**config.mk**
```make
export PLATFORM = sky130hd
export DESIGN_NAME = mts_top
export DESIGN_NICKNAME = d
export VERILOG_FILES = /design/src/hdl/mts_pkg.sv /design/src/hdl/mts_top.sv
export VERILOG_INCLUDE_DIRS = /design/src /design/src/hdl
export SDC_FILE = /design/constraint.sdc
export NUM_CORES = 1
export LEC_CHECK = 0
export ABC_AREA = 1
export BUFFER_PORTS_ARGS = -buffer_cell sky130_fd_sc_hd__buf_2
export CAP_MARGIN = 30
export CORE_AREA = 2 2 193 195
export CTS_CLUSTER_DIAMETER = 120
export CTS_CLUSTER_SIZE = 16
export DETAILED_ROUTE_END_ITERATION = 12
export DIE_AREA = 0 0 195 197
export PLACE_DENSITY = 0.76
export SYNTH_ARGS = -nofsm -noshare
export SYNTH_HDL_FRONTEND = slang
export SYNTH_SLANG_ARGS = --single-unit
```
**constraint.sdc**
```tcl
create_clock -name aclk -period 5.1 [get_ports aclk]
set_input_delay 0.255 -clock aclk [delete_from_list [all_inputs] [get_ports aclk]]
set_output_delay 0.255 -clock aclk [all_outputs]
set_load 0.02 [all_outputs]
```
**src/hdl/mts_map.svh**
```systemverilog
`ifndef MTS_MAP_SVH
`define MTS_MAP_SVH

// Register byte offsets
`define MTS_CTRL_OFFSET 8'h00
`define MTS_SCOUNT_OFFSET 8'h04
`define MTS_PRETRIG_OFFSET 8'h08
`define MTS_DELAY_OFFSET 8'h0C
`define MTS_MEASCFG_OFFSET 8'h10
`define MTS_STATUS_OFFSET 8'h14
`define MTS_EFFDELAY_OFFSET 8'h18
`define MTS_INTERVAL_OFFSET 8'h1C

// Control fields
`define MTS_CTRL_ARM 0
`define MTS_CTRL_BUSTRIG 1
`define MTS_CTRL_SRC_LO 2
`define MTS_CTRL_EXT_FALL 4
`define MTS_CTRL_COMP_FALL 5
`define MTS_CTRL_TIMED 6
`define MTS_CTRL_MANUAL 7
`define MTS_CTRL_LOCAL 8
`define MTS_CTRL_RESET 9'h030
`define MTS_SCOUNT_RESET 20'h0_0001

// Limits
`define MTS_MAX_SAMPLES 32'h000F_4240
`define MTS_MAX_DELAY_US 32'hD693_A400

// Timebase
`define MTS_CLK_MHZ 8'h7D
`define MTS_US_CYCLES 32'h0000_007D
`define MTS_COMP_PULSE_NS 32'h0000_03E8
`define MTS_CLK_PERIOD_NS 32'h0000_0008
`define MTS_COMP_PULSE_CYCLES ((`MTS_COMP_PULSE_NS + `MTS_CLK_PERIOD_NS - 32'h0000_0001) / `MTS_CLK_PERIOD_NS)

// Automatic delays in microseconds
`define MTS_DLY_LOCAL_US 32'h0000_C350
`define MTS_DLY_DCV_LONG_US 32'h0000_00A0
`define MTS_DLY_DCV_MID_US 32'h0000_0082
`define MTS_DLY_DCV_SHORT_US 32'h0000_0064
`define MTS_DLY_DCI_LONG_US 32'h0000_05DC
`define MTS_DLY_DCI_SHORT_US 32'h0000_03E8
`define MTS_DLY_R2_100_S_US 32'h0000_0050
`define MTS_DLY_R2_100_M_US 32'h0000_0064
`define MTS_DLY_R2_100_L_US 32'h0000_0082
`define MTS_DLY_R2_1K_S_US 32'h0000_006E
`define MTS_DLY_R2_1K_M_US 32'h0000_0082
`define MTS_DLY_R2_1K_L_US 32'h0000_00A0
`define MTS_DLY_R2_10K_S_US 32'h0000_0082
`define MTS_DLY_R2_10K_M_US 32'h0000_00A0
`define MTS_DLY_R2_10K_L_US 32'h0000_00BE
`define MTS_DLY_R2_100K_S_US 32'h0000_021C
`define MTS_DLY_R2_100K_M_US 32'h0000_029E
`define MTS_DLY_R2_100K_L_US 32'h0000_0320
`define MTS_DLY_R2_1M_S_US 32'h0000_1388
`define MTS_DLY_R2_1M_M_US 32'h0000_1770
`define MTS_DLY_R2_1M_L_US 32'h0000_1D4C
`define MTS_DLY_R2_HI_S_US 32'h0000_EA60
`define MTS_DLY_R2_HI_M_US 32'h0001_1170
`define MTS_DLY_R2_HI_L_US 32'h0001_4820
`define MTS_DLY_R4_LO_S_US 32'h0000_03E8
`define MTS_DLY_R4_LO_L_US 32'h0000_05DC
`define MTS_DLY_R4_1M_S_US 32'h0000_2710
`define MTS_DLY_R4_1M_L_US 32'h0000_3A98
`define MTS_DLY_R4_HI_US 32'h0001_86A0
`define MTS_DLY_CAP_US 32'h0000_0000
`define MTS_DLY_ACV_SLOW_US 32'h0026_25A0
`define MTS_DLY_ACV_MED_US 32'h0009_8968
`define MTS_DLY_ACV_FAST_US 32'h0000_61A8
`define MTS_DLY_ACI_SLOW_US 32'h0019_5460
`define MTS_DLY_ACI_MED_US 32'h0003_D090
`define MTS_DLY_ACI_FAST_US 32'h0000_61A8
`define MTS_DLY_FREQ_US 32'h000F_4240

`endif

```
**src/hdl/mts_pkg.sv**
```systemverilog
package mts_pkg;
  typedef enum logic [2:0] {
    MTS_IDLE = 3'h0,
    MTS_WAIT = 3'h1,
    MTS_DELAY = 3'h3,
    MTS_MEAS = 3'h2,
    MTS_SPACE = 3'h6
  } mts_state_type;

  typedef enum logic [1:0] {
    MTS_SRC_IMM = 2'h0,
    MTS_SRC_BUS = 2'h1,
    MTS_SRC_EXT = 2'h2
  } mts_src_type;

  typedef enum logic [3:0] {
    MTS_FN_DCV = 4'h0,
    MTS_FN_DCI = 4'h1,
    MTS_FN_RES2 = 4'h2,
    MTS_FN_RES4 = 4'h3,
    MTS_FN_CAP = 4'h4,
    MTS_FN_ACV = 4'h5,
    MTS_FN_ACI = 4'h6,
    MTS_FN_TEMP2 = 4'h7,
    MTS_FN_TEMP4 = 4'h8,
    MTS_FN_FREQ = 4'h9
  } mts_func_type;
endpackage

```
**src/hdl/mts_top.sv**
```systemverilog
// The address map and register access over AXI4-Lite are this design's own decisions.
`timescale 1ns/1ps
`include "mts_map.svh"

module mts_top #(
  parameter logic [31:0] US_TICK_CYCLES = `MTS_US_CYCLES
) (
  // Clock and reset
  input wire logic aclk,
  input wire logic aresetn,
  // AXI4-Lite write
  input wire logic [7:0] s_axi_awaddr,
  input wire logic s_axi_awvalid,
  output logic s_axi_awready,
  input wire logic [31:0] s_axi_wdata,
  input wire logic [3:0] s_axi_wstrb,
  input wire logic s_axi_wvalid,
  output logic s_axi_wready,
  output logic [1:0] s_axi_bresp,
  output logic s_axi_bvalid,
  input wire logic s_axi_bready,
  // AXI4-Lite read
  input wire logic [7:0] s_axi_araddr,
  input wire logic s_axi_arvalid,
  output logic s_axi_arready,
  output logic [31:0] s_axi_rdata,
  output logic [1:0] s_axi_rresp,
  output logic s_axi_rvalid,
  input wire logic s_axi_rready,
  // Trigger handshake
  input wire logic ext_trigger_in,
  output logic measurement_complete_output,
  output logic waiting_for_trigger,
  // Converter
  output logic sample_start,
  output logic sample_pretrigger,
  input wire logic sample_done,
  input wire logic [2:0] autorange_range
);
  import mts_pkg::*;

  logic aw_held_reg, w_held_reg, awready_reg, wready_reg, bvalid_reg;
  logic [1:0] bresp_reg, rresp_reg;
  logic [7:0] awaddr_reg;
  logic [31:0] wdata_reg, rdata_reg;
  logic [3:0] wstrb_reg;
  logic arready_reg, rvalid_reg;
  logic [8:0] ctrl_reg;
  logic [19:0] scount_reg, pretrig_reg, left_reg, pre_have_reg;
  logic [31:0] delay_reg, interval_reg, eff_delay_reg, delay_left_reg, prescale_reg;
  logic [3:0] func_reg;
  logic [2:0] range_reg;
  logic [1:0] integ_reg, filter_reg;
  logic reject_reg, bustrig_reg, ext_prev_reg, pending_reg, issued_reg, pre_busy_reg;
  logic comp_level_reg, waiting_reg, start_reg, start_pre_reg;
  logic [7:0] comp_cnt_reg;
  mts_state_type state_reg;
  logic wr_fire, wr_ok, wr_map, ext_edge, trig_now, take, us_tick, done_meas;
  logic [31:0] auto_us;
  mts_src_type src;

  function automatic logic [31:0] pick3(input logic [1:0] ic, input logic [31:0] s, input logic [31:0] m,
                                        input logic [31:0] l);
    pick3 = (ic == 2'h0) ? s : ((ic == 2'h1) ? m : l);
  endfunction

  // Range codes 0..6 stand for 100 ohm up to the top decade
  function automatic logic [31:0] res_delay(input logic four, input logic [2:0] rng, input logic [1:0] ic);
    if (four) begin
      if (rng <= 3'h3) res_delay = pick3(ic, `MTS_DLY_R4_LO_S_US, `MTS_DLY_R4_LO_S_US, `MTS_DLY_R4_LO_L_US);
      else if (rng == 3'h4) res_delay = pick3(ic, `MTS_DLY_R4_1M_S_US, `MTS_DLY_R4_1M_S_US, `MTS_DLY_R4_1M_L_US);
      else res_delay = `MTS_DLY_R4_HI_US;
    end else begin
      case (rng)
        3'h0: res_delay = pick3(ic, `MTS_DLY_R2_100_S_US, `MTS_DLY_R2_100_M_US, `MTS_DLY_R2_100_L_US);
        3'h1: res_delay = pick3(ic, `MTS_DLY_R2_1K_S_US, `MTS_DLY_R2_1K_M_US, `MTS_DLY_R2_1K_L_US);
        3'h2: res_delay = pick3(ic, `MTS_DLY_R2_10K_S_US, `MTS_DLY_R2_10K_M_US, `MTS_DLY_R2_10K_L_US);
        3'h3: res_delay = pick3(ic, `MTS_DLY_R2_100K_S_US, `MTS_DLY_R2_100K_M_US, `MTS_DLY_R2_100K_L_US);
        3'h4: res_delay = pick3(ic, `MTS_DLY_R2_1M_S_US, `MTS_DLY_R2_1M_M_US, `MTS_DLY_R2_1M_L_US);
        default: res_delay = pick3(ic, `MTS_DLY_R2_HI_S_US, `MTS_DLY_R2_HI_M_US, `MTS_DLY_R2_HI_L_US);
      endcase
    end
  endfunction

  // Integration class: 0 short, 1 middle, 2 and up long; filter: 0 slow, 1 medium, 2 and up fast
  always_comb begin
    if (ctrl_reg[`MTS_CTRL_LOCAL]) begin
      auto_us = `MTS_DLY_LOCAL_US;
    end else begin
      case (func_reg)
        MTS_FN_DCV: auto_us = pick3(integ_reg, `MTS_DLY_DCV_SHORT_US, `MTS_DLY_DCV_MID_US, `MTS_DLY_DCV_LONG_US);
        MTS_FN_DCI: auto_us = pick3(integ_reg, `MTS_DLY_DCI_SHORT_US, `MTS_DLY_DCI_SHORT_US, `MTS_DLY_DCI_LONG_US);
        MTS_FN_RES2: auto_us = res_delay(1'b0, range_reg, integ_reg);
        MTS_FN_RES4: auto_us = res_delay(1'b1, range_reg, integ_reg);
        MTS_FN_CAP: auto_us = `MTS_DLY_CAP_US;
        MTS_FN_ACV: auto_us = pick3(filter_reg, `MTS_DLY_ACV_SLOW_US, `MTS_DLY_ACV_MED_US, `MTS_DLY_ACV_FAST_US);
        MTS_FN_ACI: auto_us = pick3(filter_reg, `MTS_DLY_ACI_SLOW_US, `MTS_DLY_ACI_MED_US, `MTS_DLY_ACI_FAST_US);
        MTS_FN_TEMP2: auto_us = res_delay(1'b0, autorange_range, integ_reg);
        MTS_FN_TEMP4: auto_us = res_delay(1'b1, autorange_range, integ_reg);
        MTS_FN_FREQ: auto_us = `MTS_DLY_FREQ_US;
        default: auto_us = `MTS_DLY_FREQ_US;
      endcase
    end
  end

  // Delay in effect, registered so it can be read back
  always_ff @(posedge aclk) begin
    if (!aresetn) begin
      eff_delay_reg <= 32'h0000_0000;
    end else begin
      eff_delay_reg <= ctrl_reg[`MTS_CTRL_MANUAL] ? delay_reg : auto_us;
    end
  end

  // AXI write channels; address and data are taken in either order
  assign wr_fire = aw_held_reg & w_held_reg & ~bvalid_reg;

  always_ff @(posedge aclk) begin
    if (!aresetn) begin
      aw_held_reg <= 1'b0;
      awready_reg <= 1'b0;
      awaddr_reg <= 8'h00;
    end else if (s_axi_awvalid && awready_reg) begin
      aw_held_reg <= 1'b1;
      awready_reg <= 1'b0;
      awaddr_reg <= s_axi_awaddr;
    end else if (wr_fire) begin
      aw_held_reg <= 1'b0;
      awready_reg <= 1'b1;
    end else if (!aw_held_reg) begin
      awready_reg <= 1'b1;
    end
  end

  always_ff @(posedge aclk) begin
    if (!aresetn) begin
      w_held_reg <= 1'b0;
      wready_reg <= 1'b0;
      wdata_reg <= 32'h0000_0000;
      wstrb_reg <= 4'h0;
    end else if (s_axi_wvalid && wready_reg) begin
      w_held_reg <= 1'b1;
      wready_reg <= 1'b0;
      wdata_reg <= s_axi_wdata;
      wstrb_reg <= s_axi_wstrb;
    end else if (wr_fire) begin
      w_held_reg <= 1'b0;
      wready_reg <= 1'b1;
    end else if (!w_held_reg) begin
      wready_reg <= 1'b1;
    end
  end

  // Partial writes are refused as a whole: the fields are not byte aligned
  always_comb begin
    wr_map = 1'b1;
    wr_ok = (wstrb_reg == 4'hF);
    case (awaddr_reg)
      `MTS_CTRL_OFFSET, `MTS_MEASCFG_OFFSET, `MTS_INTERVAL_OFFSET, `MTS_STATUS_OFFSET: wr_ok = wr_ok;
      `MTS_SCOUNT_OFFSET: wr_ok = wr_ok && (wdata_reg != 32'h0000_0000) && (wdata_reg <= `MTS_MAX_SAMPLES)
                                  && ({12'h000, pretrig_reg} < wdata_reg);
      `MTS_PRETRIG_OFFSET: wr_ok = wr_ok && (wdata_reg < {12'h000, scount_reg});
      `MTS_DELAY_OFFSET: wr_ok = wr_ok && (wdata_reg <= `MTS_MAX_DELAY_US);
      default: begin
        wr_map = 1'b0;
        wr_ok = 1'b0;
      end
    endcase
  end

  always_ff @(posedge aclk) begin
    if (!aresetn) begin
      bvalid_reg <= 1'b0;
      bresp_reg <= 2'h0;
    end else if (wr_fire) begin
      bvalid_reg <= 1'b1;
      bresp_reg <= wr_ok ? 2'h0 : (wr_map ? 2'h2 : 2'h3);
    end else if (s_axi_bready) begin
      bvalid_reg <= 1'b0;
    end
  end

  // Configuration registers
  always_ff @(posedge aclk) begin
    if (!aresetn) begin
      ctrl_reg <= `MTS_CTRL_RESET;
      scount_reg <= `MTS_SCOUNT_RESET;
      pretrig_reg <= 20'h0_0000;
      delay_reg <= 32'h0000_0000;
      interval_reg <= 32'h0000_0000;
      func_reg <= 4'h0;
      range_reg <= 3'h0;
      integ_reg <= 2'h2;
      filter_reg <= 2'h1;
      bustrig_reg <= 1'b0;
    end else begin
      bustrig_reg <= 1'b0;
      if (wr_fire && wr_ok) begin
        case (awaddr_reg)
          `MTS_CTRL_OFFSET: begin
            ctrl_reg <= wdata_reg[8:0] & 9'h1FD;
            bustrig_reg <= wdata_reg[`MTS_CTRL_BUSTRIG];
          end
          `MTS_SCOUNT_OFFSET: scount_reg <= wdata_reg[19:0];
          `MTS_PRETRIG_OFFSET: pretrig_reg <= wdata_reg[19:0];
          `MTS_DELAY_OFFSET: delay_reg <= wdata_reg;
          `MTS_MEASCFG_OFFSET: begin
            func_reg <= wdata_reg[3:0];
            range_reg <= wdata_reg[6:4];
            integ_reg <= wdata_reg[9:8];
            filter_reg <= wdata_reg[11:10];
          end
          `MTS_INTERVAL_OFFSET: interval_reg <= wdata_reg;
          default: bustrig_reg <= 1'b0;
        endcase
      end
    end
  end

  // Refused-write flag; write one to clear, a new refusal wins
  always_ff @(posedge aclk) begin
    if (!aresetn) begin
      reject_reg <= 1'b0;
    end else if (wr_fire && !wr_ok && wr_map) begin
      reject_reg <= 1'b1;
    end else if (wr_fire && wr_ok && awaddr_reg == `MTS_STATUS_OFFSET && wdata_reg[0]) begin
      reject_reg <= 1'b0;
    end
  end

  // AXI read channel
  always_ff @(posedge aclk) begin
    if (!aresetn) begin
      arready_reg <= 1'b0;
      rvalid_reg <= 1'b0;
      rdata_reg <= 32'h0000_0000;
      rresp_reg <= 2'h0;
    end else if (s_axi_arvalid && arready_reg) begin
      arready_reg <= 1'b0;
      rvalid_reg <= 1'b1;
      rresp_reg <= 2'h0;
      case (s_axi_araddr)
        `MTS_CTRL_OFFSET: rdata_reg <= {23'h00_0000, ctrl_reg};
        `MTS_SCOUNT_OFFSET: rdata_reg <= {12'h000, scount_reg};
        `MTS_PRETRIG_OFFSET: rdata_reg <= {12'h000, pretrig_reg};
        `MTS_DELAY_OFFSET: rdata_reg <= delay_reg;
        `MTS_MEASCFG_OFFSET: rdata_reg <= {20'h0_0000, filter_reg, integ_reg, 1'b0, range_reg, func_reg};
        `MTS_STATUS_OFFSET: rdata_reg <= {25'h000_0000, pending_reg, waiting_reg, state_reg, 1'b0, reject_reg}
                                         | {12'h000, left_reg};
        `MTS_EFFDELAY_OFFSET: rdata_reg <= eff_delay_reg;
        `MTS_INTERVAL_OFFSET: rdata_reg <= interval_reg;
        default: begin
          rdata_reg <= 32'h0000_0000;
          rresp_reg <= 2'h3;
        end
      endcase
    end else if (rvalid_reg && s_axi_rready) begin
      rvalid_reg <= 1'b0;
      arready_reg <= 1'b1;
    end else if (!rvalid_reg) begin
      arready_reg <= 1'b1;
    end
  end

  // Trigger detection
  assign src = mts_src_type'(ctrl_reg[3:2]);
  assign ext_edge = (src == MTS_SRC_EXT) && ctrl_reg[`MTS_CTRL_ARM]
                    && (ctrl_reg[`MTS_CTRL_EXT_FALL] ? (ext_prev_reg & ~ext_trigger_in)
                                                     : (~ext_prev_reg & ext_trigger_in));
  always_comb begin
    case (src)
      MTS_SRC_IMM: trig_now = 1'b1;
      MTS_SRC_BUS: trig_now = bustrig_reg;
      MTS_SRC_EXT: trig_now = ext_edge | pending_reg;
      default: trig_now = 1'b0;
    endcase
  end
  // A pre-trigger sample in flight holds off the trigger; the edge is then kept as pending
  assign take = (state_reg == MTS_WAIT) && ctrl_reg[`MTS_CTRL_ARM] && !pre_busy_reg && trig_now;
  assign us_tick = (prescale_reg >= US_TICK_CYCLES - 32'h0000_0001);
  assign done_meas = (state_reg == MTS_MEAS) && issued_reg && sample_done;

  always_ff @(posedge aclk) begin
    if (!aresetn) begin
      ext_prev_reg <= 1'b1;
      pending_reg <= 1'b0;
    end else begin
      ext_prev_reg <= ext_trigger_in;
      if (!ctrl_reg[`MTS_CTRL_ARM] || src != MTS_SRC_EXT) begin
        pending_reg <= 1'b0;
      end else if (take) begin
        pending_reg <= pending_reg & ext_edge;
      end else if (ext_edge) begin
        pending_reg <= 1'b1;
      end
    end
  end

  // Sequencer
  always_ff @(posedge aclk) begin
    if (!aresetn) begin
      state_reg <= MTS_IDLE;
      left_reg <= 20'h0_0000;
      pre_have_reg <= 20'h0_0000;
      delay_left_reg <= 32'h0000_0000;
      prescale_reg <= 32'h0000_0000;
      issued_reg <= 1'b0;
      pre_busy_reg <= 1'b0;
      start_reg <= 1'b0;
      start_pre_reg <= 1'b0;
    end else begin
      start_reg <= 1'b0;
      prescale_reg <= us_tick ? 32'h0000_0000 : prescale_reg + 32'h0000_0001;
      case (state_reg)
        MTS_IDLE: begin
          pre_have_reg <= 20'h0_0000;
          if (ctrl_reg[`MTS_CTRL_ARM]) state_reg <= MTS_WAIT;
        end
        MTS_WAIT: begin
          if (!ctrl_reg[`MTS_CTRL_ARM] && !pre_busy_reg) begin
            state_reg <= MTS_IDLE;
          end else if (take) begin
            left_reg <= scount_reg - pre_have_reg;
            pre_have_reg <= 20'h0_0000;
            delay_left_reg <= eff_delay_reg;
            prescale_reg <= 32'h0000_0000;
            state_reg <= MTS_DELAY;
          end else if (pre_busy_reg) begin
            if (sample_done) begin
              pre_busy_reg <= 1'b0;
              if (pre_have_reg < pretrig_reg) pre_have_reg <= pre_have_reg + 20'h0_0001;
            end
          end else if (pretrig_reg != 20'h0_0000 && ctrl_reg[`MTS_CTRL_ARM]) begin
            pre_busy_reg <= 1'b1;
            start_reg <= 1'b1;
            start_pre_reg <= 1'b1;
          end
        end
        MTS_DELAY, MTS_SPACE: begin
          if (delay_left_reg == 32'h0000_0000) begin
            state_reg <= MTS_MEAS;
            issued_reg <= 1'b0;
          end else if (us_tick) begin
            delay_left_reg <= delay_left_reg - 32'h0000_0001;
          end
        end
        MTS_MEAS: begin
          if (!issued_reg) begin
            issued_reg <= 1'b1;
            start_reg <= 1'b1;
            start_pre_reg <= 1'b0;
          end else if (done_meas) begin
            left_reg <= left_reg - 20'h0_0001;
            prescale_reg <= 32'h0000_0000;
            if (left_reg <= 20'h0_0001) begin
              state_reg <= ctrl_reg[`MTS_CTRL_ARM] ? MTS_WAIT : MTS_IDLE;
            end else if (ctrl_reg[`MTS_CTRL_TIMED]) begin
              delay_left_reg <= interval_reg;
              state_reg <= MTS_SPACE;
            end else begin
              delay_left_reg <= eff_delay_reg;
              state_reg <= MTS_DELAY;
            end
          end
        end
        default: state_reg <= MTS_IDLE;
      endcase
    end
  end

  // Complete pulse after every measurement, pre-trigger ones included
  always_ff @(posedge aclk) begin
    if (!aresetn) begin
      comp_cnt_reg <= 8'h00;
      comp_level_reg <= 1'b1;
    end else begin
      if (done_meas || (state_reg == MTS_WAIT && pre_busy_reg && sample_done)) begin
        comp_cnt_reg <= 8'(`MTS_COMP_PULSE_CYCLES);
      end else if (comp_cnt_reg != 8'h00) begin
        comp_cnt_reg <= comp_cnt_reg - 8'h01;
      end
      comp_level_reg <= ctrl_reg[`MTS_CTRL_COMP_FALL] ^ (comp_cnt_reg > 8'h01
                        || done_meas || (state_reg == MTS_WAIT && pre_busy_reg && sample_done));
    end
  end

  always_ff @(posedge aclk) begin
    if (!aresetn) begin
      waiting_reg <= 1'b0;
    end else begin
      waiting_reg <= (state_reg == MTS_WAIT) && ctrl_reg[`MTS_CTRL_ARM] && (src == MTS_SRC_EXT);
    end
  end

  assign s_axi_awready = awready_reg;
  assign s_axi_wready = wready_reg;
  assign s_axi_bvalid = bvalid_reg;
  assign s_axi_bresp = bresp_reg;
  assign s_axi_arready = arready_reg;
  assign s_axi_rvalid = rvalid_reg;
  assign s_axi_rdata = rdata_reg;
  assign s_axi_rresp = rresp_reg;
  assign measurement_complete_output = comp_level_reg;
  assign waiting_for_trigger = waiting_reg;
  assign sample_start = start_reg;
  assign sample_pretrigger = start_pre_reg;
endmodule // mts_top

```
==> summary.txt, run 1 <==
STA
  • Max Fclk: 282 MHz
  • Clock Skews: 0.0245 ns
  • Setup TNS: 0 ns
  • Fin crit period: 3.55 ns
  • Final Slew Violations: 0
  • Final setup fails: 0
  • Worst-margin pin slew: 0.963 ns
  • Unrepaired setup endpoints after global routing: no
  • Fin Hold WS: -0.00202 ns
  • Max-slew headroom: 35.6%
  • Final Hold Vio Count: 1
  • Fin crit share: 69.5%

Synthesis
  • Ys flop type: dfxtp_1
  • Yosys warns: 0
  • Post-synthesis sequential area ratio: 35.1%
  • Distinct cells, synth: 49
  • Seq cells post-synth: 366
  • EDFF count, synth: 0
  • Cells after Synth: 3228
  • Async SR Flop Fraction: 0%
  • Syn avg cell area: 6.47 sq um
  • Mapped cell area: 20900 sq um

Routing
  • Vias: 22100
  • Detail Route Antenna Nets: 0
  • Iter 0 DRT Violations: 2620
  • First-pass DRT Iterations: 8
  • Residual DRC count: 0
  • Via-to-Cell Ratio: 5.86
  • WL/cell: 19.9 um
  • Routed wire length: 75000 um

Floorplanning
  • Die height: 197 um
  • DIE AREA: 38400 sq um
  • Die width: 195 um
  • I/O pin cnt: 109
  • Row count: 70
  • Core area: 36300 sq um
  • Initial core utilization: 57.6%

Clock network
  • Clock-pin slew of the registers on the worst-case setup and hold paths: 0.08 ns
  • # resized after CTS: 0
  • CTS tree: done
  • CTS root buffer: clkbuf_16
  • Hold buffer count at CTS: 29
  • CTS Sinks: 366
  • CTS max path bufs: 3
  • Later-pin clock latency in the skew report: 0.57 ns
  • # H-tree levels: 1
  • Cts bufs inserted: 26
  • Setup Fix Bufs, Post-CTS: 0

Finish
  • Area Growth Syn to Fin: 8.92%
  • Final net count: 3457
  • Fill cell count: 3457
  • Proportion of layout cells with a drive suffix above 1: 6.47%
  • Antenna cell count: 0

Run
  • Max-cap violations: 0

Critical path
  • Critical Path AT: 4.04 ns
  • Startpoint types: flip-flop
  • Reg2Reg Setup Slack: 1.55 ns
  • CP endpoint kind: flip-flop
  • Critical-path maximum fanout: 22
  • Worst setup path category: reg -> reg
  • WP data required: 5.59 ns
  • RR Endpoint: pretrig_reg[15]
  • Worst R2R Start: wdata_reg[4]
  • Reg2Reg Depth: 16

Min path
  • Hold Crit Depth: 3
  • Min-delay src: s_axi_wdata[14]
  • HP Class: in -> reg
  • Worst Hold Endpoint: wdata_reg[14]

Run status
  • Violated checks: negative hold slack
  • Status: finished, violations left

Pwr
  • Total Power: 5.54 mW
  • Worst ir drop on vdd: 288 uV
  • Leakage: 10.6 nW
  • PwrDens: 243 nW/um^2

Placement
  • Detailed placement HPWL: 56600 um
  • PortBufs: 108
  • Gpl congestion: 1.02

Global route
  • Number of global-route vias before repair: 20400
  • Gr ovfl total: 0
  • First-pass GRT wire length: 115000 um
  • Initial antenna violation count: 3
  • Total Routing Usage GR: 38.4%
  • Largest net degree at the start of global routing: 151
[worst max path at each step]
stage | startpoint | to | slack (ns)
finish | wdata_reg[4] | pretrig_reg[15] | 1.55
global route | wdata_reg[4] | pretrig_reg[17] | 1.28
CTS | wdata_reg[4] | pretrig_reg[15] | 1.65
detailed placement | wdata_reg[4] | pretrig_reg[15] | 1.68
global placement | wdata_reg[4] | pretrig_reg[0] | 1.73
floorplan | wdata_reg[6] | scount_reg[0] | 2.80
[kinds of logic after synthesis]
family	Yosys count	synth area share [%]
xor gates and xnor gates	24	1.01
other	1	0.0179
and+or+nand+nor	1499	30.0
adders and majority gates	85	5.13
buffers and inverters	585	10.8
AOI/OAI and AO/OA	668	18.0
DFF	366	35.1
[power breakdown]
group          total (mW)  internal (mW)  switching, mW  leakage [nW]
Clock                1.96          0.947           1.01         0.340
Sequential           3.01           2.93         0.0800          2.97
Combinational       0.567          0.193          0.374          7.28
Total                5.54           4.07           1.47          10.6
[per-layer routing]
| layer | vias up | global-route usage [%] | part of all wire, % |
|---|---|---|---|
| met2 | 1235 | 59.4 | 42 |
| met3 | 155 | 8.09 | 12 |
| met5 | - | 0 | 0.067 |
| met4 | 6 | 11.6 | 3.4 |
| li1 | 10700 | - | - |
| met1 | 10100 | 53.7 | 42 |
[worst max-delay path, cell delays in order, from the launching register on]
cell and delay [ns]:
dfxtp_1 0.64, inv_1 0.26, ha_1 0.26, a21oi_1 0.16, nor2_1 0.06, a211oi_1 0.17
nand2_1 0.09, nand2_1 0.06, nand2_1 0.08, nand2_1 0.08, nand2_1 0.09, nand2_2 0.24
buf_4 0.32, nand3_1 0.59, nand2_1 0.22, inv_1 0.05, nor2_1 0.10
[placed cells by master, fill, tap and decap left out, types with 6 or more instances in the layout]
master / netlist / layout
nand2_1: 672 / 671
nor2_1: 490 / 490
inv_1: 440 / 439
dfxtp_1: 366 / 366
o21ai_0: 261 / 261
a21oi_1: 216 / 216
nand3_1: 129 / 129
buf_2: 25 / 107
ha_1: 84 / 84
nand4_1: 82 / 82
o22ai_1: 68 / 68
nor3_1: 62 / 61
dlygate4sd3_1: 0 / 29
clkbuf_16: 0 / 27
conb_1: 1 / 25
buf_4: 4 / 22
o211ai_1: 21 / 21
a31oi_1: 20 / 20
or2_2: 20 / 20
nor4_1: 19 / 18
xor2_1: 16 / 16
a211oi_1: 15 / 15
o221ai_1: 13 / 13
inv_2: 10 / 11
o2111ai_1: 11 / 11
o31ai_1: 10 / 10
xnor2_1: 8 / 8
a221oi_1: 6 / 6
a21o_1: 6 / 6
[synth_stat cells (all sizes together), types with 6 or more instances]
library cell	number	area (sq um)
a221oi	6	52.6
a211oi	15	113
xor2	16	140
buf	41	208
nand3	132	676
a21oi	218	1100
nor2	497	1890
or2	20	125
clkbuf	91	342
nor4	19	119
nor3	67	360
o221ai	13	114
o31ai	10	75.1
o2111ai	11	96.3
o211ai	21	158
a21o	6	45.0
o22ai	68	425
ha	84	1050
nand2	675	2540
inv	450	1690
nand4	82	513
a31oi	20	125
dfxtp	366	7330
o21ai	262	1310
xnor2	8	70.1
[layout make-up]
type                    instances  area [sq um]  share of cell area, %
multi-input cells            2301         11400                   50.2
flip-flops and latches        366          7330                   32.2
inverters                     453          1700                   7.47
repair buffers                160          1020                   4.49
clock buffers                  28           689                   3.03
well taps                     468           586                   2.57
[stage by stage]
| stage | util (%) | hold WS, ns | area, sq um | setup WS [ns] | instances |
|---|---|---|---|---|---|
| after floorplan | - | 0.360 | 21000 | 2.80 | 3252 |
| after global placement | 60.1 | 0.443 | 21800 | 1.73 | 3719 |
| after detailed placement | 60.1 | 0.449 | 21800 | 1.68 | 3719 |
| after CTS | 62.8 | 0.0000744 | 22800 | 1.65 | 3776 |
| after global routing | 62.8 | 0.0163 | 22800 | 1.28 | 3776 |
| final | 62.8 | -0.00202 | 22800 | 1.55 | 3776 |
Power figures use the tool's default switching activity.
==> inputs of run 2 (changes only) <==
--- a/config.mk
+++ b/config.mk
@@ -9,11 +9,11 @@
 export ABC_AREA = 1
 export BUFFER_PORTS_ARGS = -buffer_cell sky130_fd_sc_hd__buf_2
 export CAP_MARGIN = 30
-export CORE_AREA = 2 2 193 195
+export CORE_AREA = 2 2 197 199
 export CTS_CLUSTER_DIAMETER = 120
 export CTS_CLUSTER_SIZE = 16
 export DETAILED_ROUTE_END_ITERATION = 12
-export DIE_AREA = 0 0 195 197
+export DIE_AREA = 0 0 199 201
 export PLACE_DENSITY = 0.76
 export SYNTH_ARGS = -nofsm -noshare
 export SYNTH_HDL_FRONTEND = slang
==> constraint.sdc (replaced) <==
create_clock -name aclk -period 3.1 [get_ports aclk]
set_input_delay 0.155 -clock aclk [delete_from_list [all_inputs] [get_ports aclk]]
set_output_delay 0.155 -clock aclk [all_outputs]
set_load 0.02 [all_outputs]
==> summary.txt, run 2 (synthesized netlist as in run 1, its figures left out) <==
Floorplanning
  • Row count: 72 (was 70)
  • Initial core utilization: 54.8% (was 57.6%)
  • I/O pin cnt: 109 (unchanged)
  • Die width: 199 um (was 195 um)
  • DIE AREA: 40000 sq um (was 38400 sq um)
  • Core area: 38100 sq um (was 36300 sq um)
  • Die height: 201 um (was 197 um)

STA
  • Worst-margin pin slew: 0.809 ns (was 0.963 ns)
  • Final Hold Vio Count: 0 (was 1)
  • Final Slew Violations: 0 (unchanged)
  • Unrepaired setup endpoints after global routing: no (unchanged)
  • Fin crit period: 2.88 ns (was 3.55 ns)
  • Clock Skews: 0.0232 ns (was 0.0245 ns)
  • Setup TNS: 0 ns (unchanged)
  • Max Fclk: 347 MHz (was 282 MHz)
  • Final Worst Setup Slack: 0.215 ns (was 1.55 ns)
  • Final setup fails: 0 (unchanged)
  • Max-slew headroom: 45.9% (was 35.6%)
  • Fin crit share: 93.1% (was 69.5%)

Clock network
  • # H-tree levels: 1 (unchanged)
  • CTS root buffer: clkbuf_16 (unchanged)
  • Cts bufs inserted: 26 (unchanged)
  • Clock-pin slew of the registers on the worst-case setup and hold paths: 0.08 ns (about the same)
  • Later-pin clock latency in the skew report: 0.59 ns (was 0.57 ns)
  • CTS max path bufs: 3 (unchanged)
  • CTS Sinks: 366 (unchanged)
  • CTS tree: done (unchanged)

Finish
  • Commonest non-fill, non-tap cell in the layout: nand2_1 (unchanged)
  • Final core occ: 61.5% (was 62.8%)
  • Fill cell count: 3608 (was 3457)
  • Final net count: 3522 (was 3457)
  • Proportion of layout cells with a drive suffix above 1: 7.86% (was 6.47%)
  • Commonest cells after routing, fill and taps aside: nand2_1, nor2_1, inv_1 (unchanged)
  • Area Growth Syn to Fin: 12.1% (was 8.92%)

Critical path
  • RR Endpoint: delay_reg[15] (was pretrig_reg[15])
  • Startpoint types: flip-flop (unchanged)
  • Worst setup path category: reg -> reg (unchanged)
  • Critical-path maximum fanout: 58 (was 22)
  • CP endpoint kind: flip-flop (unchanged)
  • Reg2Reg Setup Slack: 0.22 ns (was 1.55 ns)
  • WP data required: 3.60 ns (was 5.59 ns)
  • Critical Path AT: 3.39 ns (was 4.04 ns)
  • Worst R2R Start: wdata_reg[8] (was wdata_reg[4])
  • Reg2Reg Depth: 15 (was 16)

Pwr
  • Leakage: 10.9 nW (was 10.6 nW)
  • Clk network pwr share: 35.3% (was 35.4%)
  • Psw: 2.51 mW (was 1.47 mW)
  • PwrDens: 395 nW/um^2 (was 243 nW/um^2)
  • Total Power: 9.25 mW (was 5.54 mW)
  • Worst ir drop on vdd: 368 uV (was 288 uV)
  • Sequential power share: 53.4% (was 54.4%)
  • Switching share of power: 27.2% (was 26.5%)
  • Combinational Power Share: 11.3% (was 10.2%)
  • Internal Pwr Total: 6.74 mW (was 4.07 mW)

Global route
  • Largest net degree at the start of global routing: 70 (was 151)
  • Gr ovfl total: 0 (unchanged)
  • Total Routing Usage GR: 37.5% (was 38.4%)
  • Number of global-route vias before repair: 20700 (was 20400)
  • Initial antenna violation count: 3 (unchanged)
  • First-pass GRT wire length: 116000 um (was 115000 um)

Routing
  • Detail Route Antenna Nets: 0 (unchanged)
  • Vias: 22400 (was 22100)
  • First-pass DRT Iterations: 6 (was 8)
  • Iter 0 DRT Violations: 2922 (was 2620)
  • WL/cell: 19.6 um (was 19.9 um)
  • Routed wire length: 76300 um (was 75000 um)
  • Residual DRC count: 0 (unchanged)
  • Via-to-Cell Ratio: 5.76 (was 5.86)

Placement
  • Dpl ws: 0.164 ns (was 1.68 ns)
  • PortBufs: 108 (unchanged)
  • Detailed placement HPWL: 57100 um (was 56600 um)
  • Gpl congestion: 1.01 (was 1.02)

Min path
  • Worst Hold Endpoint: s_axi_rresp[0] (was wdata_reg[14])
  • Hold Crit Depth: 6 (was 3)
  • Min-delay src: s_axi_araddr[7] (was s_axi_wdata[14])
  • HP Class: in -> reg (unchanged)

Run
  • Max-cap violations: 0 (unchanged)

Run status
  • Status: complete, no violations (was finished, violations left)
run 2: final cells by class:
cell class	count	area [sq um]	area share (%)
diodes	2	5.00	0.0214
clock buffers	28	689	2.94
inverters	453	1700	7.26
multi-input cells	2301	11400	48.8
flip-flops and latches	366	7330	31.3
well taps	518	648	2.77
repair buffers	225	1610	6.86
run 2: how the worst max path moves through the flow:
stage	startpoint	to	slack (ns)	cells past startpoint
finish	wdata_reg[8]	delay_reg[15]	0.22	15
global route	wdata_reg[3]	scount_reg[11]	0.008	17
CTS	wdata_reg[14]	bustrig_reg	0.15	14
detailed placement	wdata_reg[14]	bustrig_reg	0.16	14
global placement	wdata_reg[1]	bustrig_reg	0.19	16
floorplan	wdata_reg[6]	scount_reg[0]	0.80	17
run 2: stage by stage:
step / area, sq um / instances / hold slack (ns)
floorplan: 21000 / 3252 / 0.260
finish: 23400 / 3893 / 0.120
CTS: 23400 / 3891 / 0.0843
detailed placement: 22200 / 3815 / 0.404
global route: 23400 / 3891 / 0.128
global placement: 22200 / 3815 / 0.392
run 2: power by group through the flow:
stage	registers, mW	logic, mW	clock network [mW]
floorplan	5.02	0.633	0
global placement	5.04	0.925	0
detailed placement	5.05	0.955	0
CTS	4.94	1.01	3.27
global route	4.95	1.16	3.44
finish	4.95	1.04	3.26
run 2: critical path, stage by stage, from the launching register on:
cell,delay (ns)
dfxtp_1,0.71
inv_1,0.13
ha_1,0.22
a21oi_1,0.18
o21ai_0,0.10
a41oi_1,0.17
nand2_1,0.09
nand2_1,0.07
nand2_1,0.09
nand2_2,0.12
buf_12,0.27
nand3_1,0.17
buf_12,0.24
nand2_1,0.07
inv_1,0.04
nor2_1,0.13
run 2: repair_timing:
| item | in CTS | in global routing |
|---|---|---|
| buffers inserted | 0 | 0 |
| hold buffers | 48 | 0 |
| resized for setup | 0 | 6 |
| setup endpoints to repair | 0 | 95 |
| hold endpoints to repair | 50 | 0 |
run 2: layer usage:
| metal | global-route usage [%] | share of wire, % | wire length [um] | vias up |
|---|---|---|---|---|
| met3 | 8.47 | 12 | 9400 | 184 |
| met2 | 55.6 | 41 | 31500 | 1323 |
| met5 | 0 | 0.016 | 12 | - |
| li1 | - | - | - | 10800 |
| met1 | 52.3 | 42 | 31900 | 10100 |
| met4 | 15.6 | 4.7 | 3550 | 2 |
